--- src/tci_pkg.sv ---
// Shared constants and types for the Type-C interrupt and ident block
package tci_pkg;

  // ****************************************************************
  // Control byte layout and reset values
  // ****************************************************************
  localparam logic [7:0] TCI_CTRL_RST      = 8'h03;
  localparam logic [7:0] TCI_MODE_RST      = 8'h04;
  localparam int         TCI_CTRL_MASK_BIT = 0;
  localparam int         TCI_CTRL_CUR_LO   = 1;
  localparam int         TCI_CTRL_CUR_HI   = 2;

  // ****************************************************************
  // Attached-type byte and mode byte fields
  // ****************************************************************
  localparam int TCI_TYPE_SINK_BIT = 4;
  localparam int TCI_MODE_SRC_BIT  = 0;
  localparam int TCI_MODE_SRCA_BIT = 1;

  // ****************************************************************
  // Slave address byte, select pin lands on bit 3
  // ****************************************************************
  localparam logic [7:0] TCI_ADDR_BASE    = 8'h42;
  localparam int         TCI_ADDR_SEL_BIT = 3;

  // ****************************************************************
  // Interrupt flag positions
  // ****************************************************************
  localparam int TCI_IRQ_W      = 5;
  localparam int TCI_IRQ_ATTACH = 0;
  localparam int TCI_IRQ_DETACH = 1;
  localparam int TCI_IRQ_BC_LVL = 2;
  localparam int TCI_IRQ_ACC_CH = 3;
  localparam int TCI_IRQ_VBUS   = 4;

  // ****************************************************************
  // Source current advertisement codes
  // ****************************************************************
  typedef enum logic [1:0] {
    TCI_CUR_NONE = 2'h0,
    TCI_CUR_DEF  = 2'h1,
    TCI_CUR_1A5  = 2'h2,
    TCI_CUR_3A   = 2'h3
  } tci_cur_t;

endpackage : tci_pkg

--- src/tci_sync.sv ---
// Two-stage synchroniser for asynchronous level inputs
`timescale 1ns/1ps
module tci_sync #(
  parameter int W = 1
) (
  input  wire logic         clk_i,
  input  wire logic         rst_n_i,
  input  wire logic [W-1:0] async_i,
  output logic      [W-1:0] sync_o
);

  // ****************************************************************
  // First stage is read only by the second
  // ****************************************************************
  logic [W-1:0] meta;

  always_ff @(posedge clk_i or negedge rst_n_i) begin
    if (!rst_n_i) begin
      meta   <= '0;
      sync_o <= '0;
    end else begin
      meta   <= async_i;
      sync_o <= meta;
    end
  end

endmodule : tci_sync

--- src/tci_flags.sv ---
// Sticky interrupt flag bank, set wins over clear
`timescale 1ns/1ps
module tci_flags #(
  parameter int W = 5
) (
  input  wire logic         clk_i,
  input  wire logic         rst_n_i,
  input  wire logic [W-1:0] set_i,
  input  wire logic [W-1:0] clr_i,
  output logic      [W-1:0] flags_o
);

  // ****************************************************************
  // Flag storage
  // ****************************************************************
  logic [W-1:0] next_flags;

  always_comb begin
    // Event in the clearing cycle survives
    next_flags = (flags_o & ~clr_i) | set_i;
  end

  always_ff @(posedge clk_i or negedge rst_n_i) begin
    if (!rst_n_i) begin
      flags_o <= '0;
    end else begin
      flags_o <= next_flags;
    end
  end

endmodule : tci_flags

--- src/tci_irq_ident.sv ---
// Interrupt output, role ident, address select and current select logic
`timescale 1ns/1ps
module tci_irq_ident
  import tci_pkg::*;
(
  input  wire logic           clk_i,
  input  wire logic           rst_n_i,
  input  wire logic           ctrl_wr_i,
  input  wire logic [7:0]     ctrl_wdata_i,
  input  wire logic           mode_wr_i,
  input  wire logic [7:0]     mode_wdata_i,
  input  wire logic [TCI_IRQ_W-1:0] src_mask_i,
  input  wire logic           int_read_i,
  input  wire logic           attach_evt_i,
  input  wire logic           detach_evt_i,
  input  wire logic           bc_lvl_evt_i,
  input  wire logic           acc_ch_evt_i,
  input  wire logic           source_role_i,
  input  wire logic [7:0]     type_reg_i,
  input  wire logic           vbus_above_thr_i,
  input  wire logic           addr_select_pin_i,
  output logic [7:0]          ctrl_o,
  output logic [7:0]          mode_o,
  output logic [TCI_IRQ_W-1:0] int_flags_o,
  output logic                int_n_o,
  output logic                int_oe_o,
  output logic                role_ident_out_o,
  output logic                role_ident_out_oe_o,
  output logic [7:0]          slave_addr_o,
  output tci_cur_t            cc_current_adv_o,
  output tci_cur_t            rd_thr_sel_o,
  output logic                vbus_valid_irq_o
);

  // ****************************************************************
  // Reset release
  // ****************************************************************
  logic rst_meta;
  logic rst_n;

  always_ff @(posedge clk_i or negedge rst_n_i) begin
    if (!rst_n_i) begin
      rst_meta <= 1'b0;
      rst_n    <= 1'b0;
    end else begin
      rst_meta <= 1'b1;
      rst_n    <= rst_meta;
    end
  end

  // ****************************************************************
  // Pin synchronisers
  // ****************************************************************
  logic [1:0] pins_sync;
  logic       vbus_s;
  logic       addr_s;

  tci_sync #(
    .W (2)
  ) u_sync (
    .clk_i   (clk_i),
    .rst_n_i (rst_n),
    .async_i ({vbus_above_thr_i, addr_select_pin_i}),
    .sync_o  (pins_sync)
  );

  assign vbus_s = pins_sync[1];
  assign addr_s = pins_sync[0];

  // ****************************************************************
  // Control and mode bytes
  // ****************************************************************
  logic [7:0] next_ctrl;
  logic [7:0] next_mode;

  always_comb begin
    next_ctrl = ctrl_o;
    next_mode = mode_o;
    // Host order of role then unmask is its own duty
    if (ctrl_wr_i) begin
      next_ctrl = ctrl_wdata_i;
    end
    if (mode_wr_i) begin
      next_mode = mode_wdata_i;
    end
  end

  always_ff @(posedge clk_i or negedge rst_n) begin
    if (!rst_n) begin
      ctrl_o <= TCI_CTRL_RST;
      mode_o <= TCI_MODE_RST;
    end else begin
      ctrl_o <= next_ctrl;
      mode_o <= next_mode;
    end
  end

  // ****************************************************************
  // VBUS valid event
  // ****************************************************************
  logic vbus_prev;
  logic next_vbus_prev;
  logic vbus_rise;
  logic next_vbus_irq;

  always_comb begin
    next_vbus_prev = vbus_s;
    vbus_rise      = vbus_s & ~vbus_prev;
    next_vbus_irq  = vbus_rise;
  end

  always_ff @(posedge clk_i or negedge rst_n) begin
    if (!rst_n) begin
      vbus_prev        <= 1'b0;
      vbus_valid_irq_o <= 1'b0;
    end else begin
      vbus_prev        <= next_vbus_prev;
      vbus_valid_irq_o <= next_vbus_irq;
    end
  end

  // ****************************************************************
  // Sticky flags
  // ****************************************************************
  logic [TCI_IRQ_W-1:0] flag_set;
  logic [TCI_IRQ_W-1:0] flag_clr;

  always_comb begin
    flag_set                 = '0;
    flag_set[TCI_IRQ_ATTACH] = attach_evt_i;
    flag_set[TCI_IRQ_DETACH] = detach_evt_i;
    flag_set[TCI_IRQ_BC_LVL] = bc_lvl_evt_i;
    flag_set[TCI_IRQ_ACC_CH] = acc_ch_evt_i;
    flag_set[TCI_IRQ_VBUS]   = vbus_rise;
    // Reading clears what was seen, even under global mask
    flag_clr = int_read_i ? int_flags_o : '0;
  end

  tci_flags #(
    .W (TCI_IRQ_W)
  ) u_flags (
    .clk_i   (clk_i),
    .rst_n_i (rst_n),
    .set_i   (flag_set),
    .clr_i   (flag_clr),
    .flags_o (int_flags_o)
  );

  // ****************************************************************
  // Interrupt pin
  // ****************************************************************
  logic next_int_oe;

  always_comb begin
    // Only real pending events pull low, never the unmask itself
    next_int_oe = ~ctrl_o[TCI_CTRL_MASK_BIT] &
                  (|(int_flags_o & ~src_mask_i));
  end

  always_ff @(posedge clk_i or negedge rst_n) begin
    if (!rst_n) begin
      int_oe_o <= 1'b0;
      int_n_o  <= 1'b0;
    end else begin
      int_oe_o <= next_int_oe;
      int_n_o  <= 1'b0;
    end
  end

  // ****************************************************************
  // Role ident, address and current select
  // ****************************************************************
  logic       next_id_oe;
  logic [7:0] next_addr;
  tci_cur_t   next_adv;
  tci_cur_t   next_thr;

  always_comb begin
    next_id_oe = type_reg_i[TCI_TYPE_SINK_BIT];
    next_addr  = TCI_ADDR_BASE;
    next_addr[TCI_ADDR_SEL_BIT] = addr_s;
    // Field 00 is not a valid choice; advertise nothing then
    next_thr = tci_cur_t'({ctrl_o[TCI_CTRL_CUR_HI],
                           ctrl_o[TCI_CTRL_CUR_LO]});
    next_adv = source_role_i ? next_thr : TCI_CUR_NONE;
  end

  always_ff @(posedge clk_i or negedge rst_n) begin
    if (!rst_n) begin
      role_ident_out_oe_o <= 1'b0;
      role_ident_out_o    <= 1'b0;
      slave_addr_o        <= TCI_ADDR_BASE;
      cc_current_adv_o    <= TCI_CUR_NONE;
      rd_thr_sel_o        <= TCI_CUR_DEF;
    end else begin
      role_ident_out_oe_o <= next_id_oe;
      role_ident_out_o    <= 1'b0;
      slave_addr_o        <= next_addr;
      cc_current_adv_o    <= next_adv;
      rd_thr_sel_o        <= next_thr;
    end
  end

endmodule : tci_irq_ident

--- config.mk ---
export PLATFORM = sky130hd
export DESIGN_NAME = tci_irq_ident
export DESIGN_NICKNAME = d
export VERILOG_FILES = /design/src/tci_pkg.sv /design/src/tci_sync.sv /design/src/tci_flags.sv /design/src/tci_irq_ident.sv
export SDC_FILE = /design/constraint.sdc
export NUM_CORES = 1
export LEC_CHECK = 0
export ABC_AREA = 1
export BUFFER_PORTS_ARGS = -buffer_cell sky130_fd_sc_hd__buf_2
export CAP_MARGIN = 0
export CORE_MARGIN = 2
export CORE_UTILIZATION = 45
export CTS_CLUSTER_SIZE = 8
export DETAILED_ROUTE_END_ITERATION = 6
export PLACE_DENSITY = 0.91
export SLEW_MARGIN = 20
export SYNTH_ARGS = -nofsm -noshare
export SYNTH_HDL_FRONTEND = slang
export SYNTH_SLANG_ARGS = --single-unit
--- constraint.sdc ---
create_clock -name clk_i -period 1.9 [get_ports clk_i]
set_input_delay 0.38 -clock clk_i [delete_from_list [all_inputs] [get_ports clk_i]]
set_output_delay 0.38 -clock clk_i [all_outputs]
set_load 0.05 [all_outputs]
# [Word level (Yosys, flattened, before mapping)]
# Index checks and enable logic that the tools add are counted.
[totals] elab_cells=26 reg_bits=36
[op_classes] n_mux=2 n_reduce_logical=1 bitwise=9
[op_table] op="bitwise AND 5 bit" count=2
[op_table] op="inverter 5 bit" count=2
[op_table] op="two-way mux 5 bit" count=1
[op_table] op="bitwise OR 5 bit" count=1
[op_table] op="OR reduction 5 bit" count=1
[op_table] op="bitwise AND 1 bit" count=2
[op_table] op="two-way mux 2 bit" count=1
[op_table] op="inverter 1 bit" count=2

# [Longest topological paths before layout]
[logic_depth] ltp_word=4 ltp_mapped=5 mapped_depth_nobuf=5

# [By module]
# From an unflattened synthesis, not the netlist that was laid out.
[unflattened] cells_unflattened=114 area_unflattened_um2=1430.1
[modules_own_cells] mod="tci_irq_ident" instances=1 area_each_um2=1129.8 seq_area_each_um2=680.7 cells_per_inst=85
[modules_own_cells] mod="tci_flags" instances=1 area_each_um2=200.2 seq_area_each_um2=125.1 cells_per_inst=25
[modules_own_cells] mod="tci_sync" instances=1 area_each_um2=100.1 seq_area_each_um2=100.1 cells_per_inst=4

# [Worst setup path before layout]
# Ideal clock, no wire load.
[synth_path] kind="register -> output" startpoint="register ctrl_o[1]" endpoint="output port ctrl_o[1]" setup_slack_ps=840 path_stages_with_launch=1 arrival_time_ps=680 n_path_buf=0 cell_sequence="dfstp_2"
[synth_rtl] element="start, declared" line="tci_irq_ident.sv:22" rtl="output logic [7:0] ctrl_o,"
[synth_rtl] element="start signal, assigned" line="tci_irq_ident.sv:93" rtl="ctrl_o <= next_ctrl;"
# No word-level cell between the ends.

# [Final worst setup path]
[layout_path] startpoint="register ctrl_o[1]" endpoint="output port ctrl_o[1]"
# No word-level cell between the ends.

==> impl_metrics.ini <==
[routing]
avgViaCountPerCell = 4.39
vias = 856
drc = 0
drt-total-wl_um = 2200
wl_per_cell_um = 11.3
initialDrtViolationCount = 6
ant_nets = 0
firstDrtPassIters = 4

[clock_network]
cts_made_buffers = 5
clock-sinks = 36
clock_path_buffers = 2
hold_buffers = 1
cts_resized = 0
cts_root_buffer = clkbuf_4
clk_pin_slew_ns = 0.11
htree_levels = 2
clkLatencyLatePin_ns = 0.33
cts_tree = yes
post_cts_buffers = 0

[pwr]
p_leak_nw = 0.989
internal_power_mw = 1.23
ir_worst_vdd_mv = 0.558
swShare_pct = 32.3
power.density_nw_per_um2 = 1040
switchingPower_uw = 588
power_frac_comb_pct = 23.9
seqPwrFrac_pct = 47.6
clkPwrFrac_pct = 28.5

[synth]
ys_seq_area_share_pct = 66.2
ys_seq_elements = 36
ys_types = 13
synth_area_um2 = 1370
postSynthCellCount = 93
synth_warnings = 0
synth.avg_cell_area_um2 = 14.7

[global_route]
grt_overflow = 0
track_usage_pct = 13.6
grt_pass1_vias = 830
grt_first_pass_wirelength_um = 3370
grt_antenna_before_repair = 0
grt_max_degree = 32

[layout]
n_antenna_cell = 0
drive_gt1_share_pct = 56.2
regArea_um2 = 906
num-nets-final = 202
fin_util_pct = 59.0
synthToLayoutAreaGrowth_pct = 28.4
num-fill-cells = 234
multi_input_area_um2 = 358

[placement]
io_buffers = 62
gp_congestion = 0.737
hpwl_um = 1670

[setup_path]
cp_top_family = flip-flops
r2r_start = u_flags.flags_o[2]
worstPathRequired_ns = 1.52
crit_slowest_cell = dfstp_2
critical_path.max_stage_delay_ns = 0.57
crit_start = ctrl_o[1]
crit_chain = buf_2
end_kind = output port
critPathMaxFanout = 4
path_class = register to output port
crit_buf_inv = 1
arrival_ns = 1.17
worstSetupStartpointType = register
worst-r2r-setup-slack_ns = 1.08

[timing]
min_period_ns = 1.55
fin_crit_sh_pct = 81.8
setup_viol = 0
tns_ns = 0
skew_ns = 0.00542
fmax_mhz = 644
hold_viol = 0
rsz0062_at_grt = false
slew_violations = 0

[floorplanning]
start_util_pct = 46.0
ioPinCount = 79
rows = 20
die_h_um = 59.2
die_x_um = 59.2
fp.dieArea_um2 = 3500
core_um2 = 2980

[flow_run]
maxCapViolCount = 0

[min_path]
hp-class = register to async pin

[status]
status = completed
[worst paths after layout]
| path | endpoint | cells past startpoint |
|---|---|---|
| setup / recovery | ctrl_o[1] | 1 |
| hold reg to reg | role_ident_out_oe_o | 0 |
| hold / removal | role_ident_out_oe_o | 0 |
| min in group clk_i | u_sync.meta[0] | 1 |
| max in group asynchronous | ctrl_o[1] | 1 |
| setup reg to reg | int_oe_o | 4 |
[cells in the mapped netlist]
master	number	area (um2)
nand2_1	6	22.5
nand3_1	1	5.00
o22ai_1	1	6.26
inv_1	12	45.0
o21ai_0	1	5.00
buf_4	9	67.6
o21bai_1	4	30.0
nor2_1	3	11.3
conb_1	2	7.51
buf_6	2	22.5
dfstp_2	4	105
dfrtp_1	32	801
mux2_4	16	240
[stage by stage]
| stage | instance area [um2] | setup slack [ns] | power, mW | hold WS, ns | cells |
|---|---|---|---|---|---|
| after floorplan | 1400 | 0.831 | 1.23 | 0.0844 | 101 |
| after global placement | 1670 | 0.726 | 1.31 | 0.0446 | 186 |
| after detailed placement | 1670 | 0.713 | 1.32 | 0.0530 | 186 |
| after CTS | 1760 | 0.322 | 1.85 | 0.0626 | 195 |
| after global routing | 1760 | 0.302 | 1.90 | 0.0813 | 195 |
| final | 1760 | 0.346 | 1.82 | 0.0551 | 195 |
[cell families (layout without fill, tap and decap cells)]
logic type,count (synthesis),in the layout,share of synthesized area (%)
and+or+nand+nor,10,10,2.83
other,2,10,0.549
buffers and inverters,23,84,9.87
AOI/OAI and AO/OA,6,6,3.02
DFF,36,36,66.2
muxes,16,16,17.6
[flip-flops by register name, summed over array words and instances (netlist names)]
register / cells
cc_current_adv_o: 2
ctrl_o: 8
int_oe_o: 1
mode_o: 8
rd_thr_sel_o: 2
role_ident_out_oe_o: 1
rst_meta: 1
rst_n: 1
slave_addr_o: 1
u_flags.flags_o: 5
u_sync.meta: 2
u_sync.sync_o: 2
vbus_prev: 1
vbus_valid_irq_o: 1
[routing by layer]
metal | GRT usage (%) | wire length [um]
met1 | 13.6 | 823
met2 | 23.0 | 1130
met3 | 5.68 | 201
met4 | 8.77 | 46
met5 | 0 | 0
[placed cells by master (no fill, tap or decap), drive strengths merged]
cell type and n:
buf 63, dfrtp 32, mux2 16, inv 12
conb 10, nand2 6, clkbuf 5, o21bai 4
dfstp 4, nor2 3, o21ai 1, nand3 1
o22ai 1, bufinv 1, clkinv 1, clkinvlp 1
dlygate4sd3 1
[power groups by stage]
stage / sequential, mW / clock (mW) / combinational (mW)
after floorplan: 1.09 / 0 / 0.139
after global placement: 0.879 / 0 / 0.431
after detailed placement: 0.882 / 0 / 0.437
after CTS: 0.868 / 0.541 / 0.439
after global routing: 0.877 / 0.569 / 0.457
final: 0.867 / 0.519 / 0.434
[cell type report]
cell class	count	share of cell area, %
sequential	36	51.5
multi-input combinational	42	20.4
timing repair buffer	64	18.6
inverter	12	2.56
clock inverter	3	2.42
tap	33	2.35
clock buffer	5	2.14
Power figures use the tool's default switching activity.
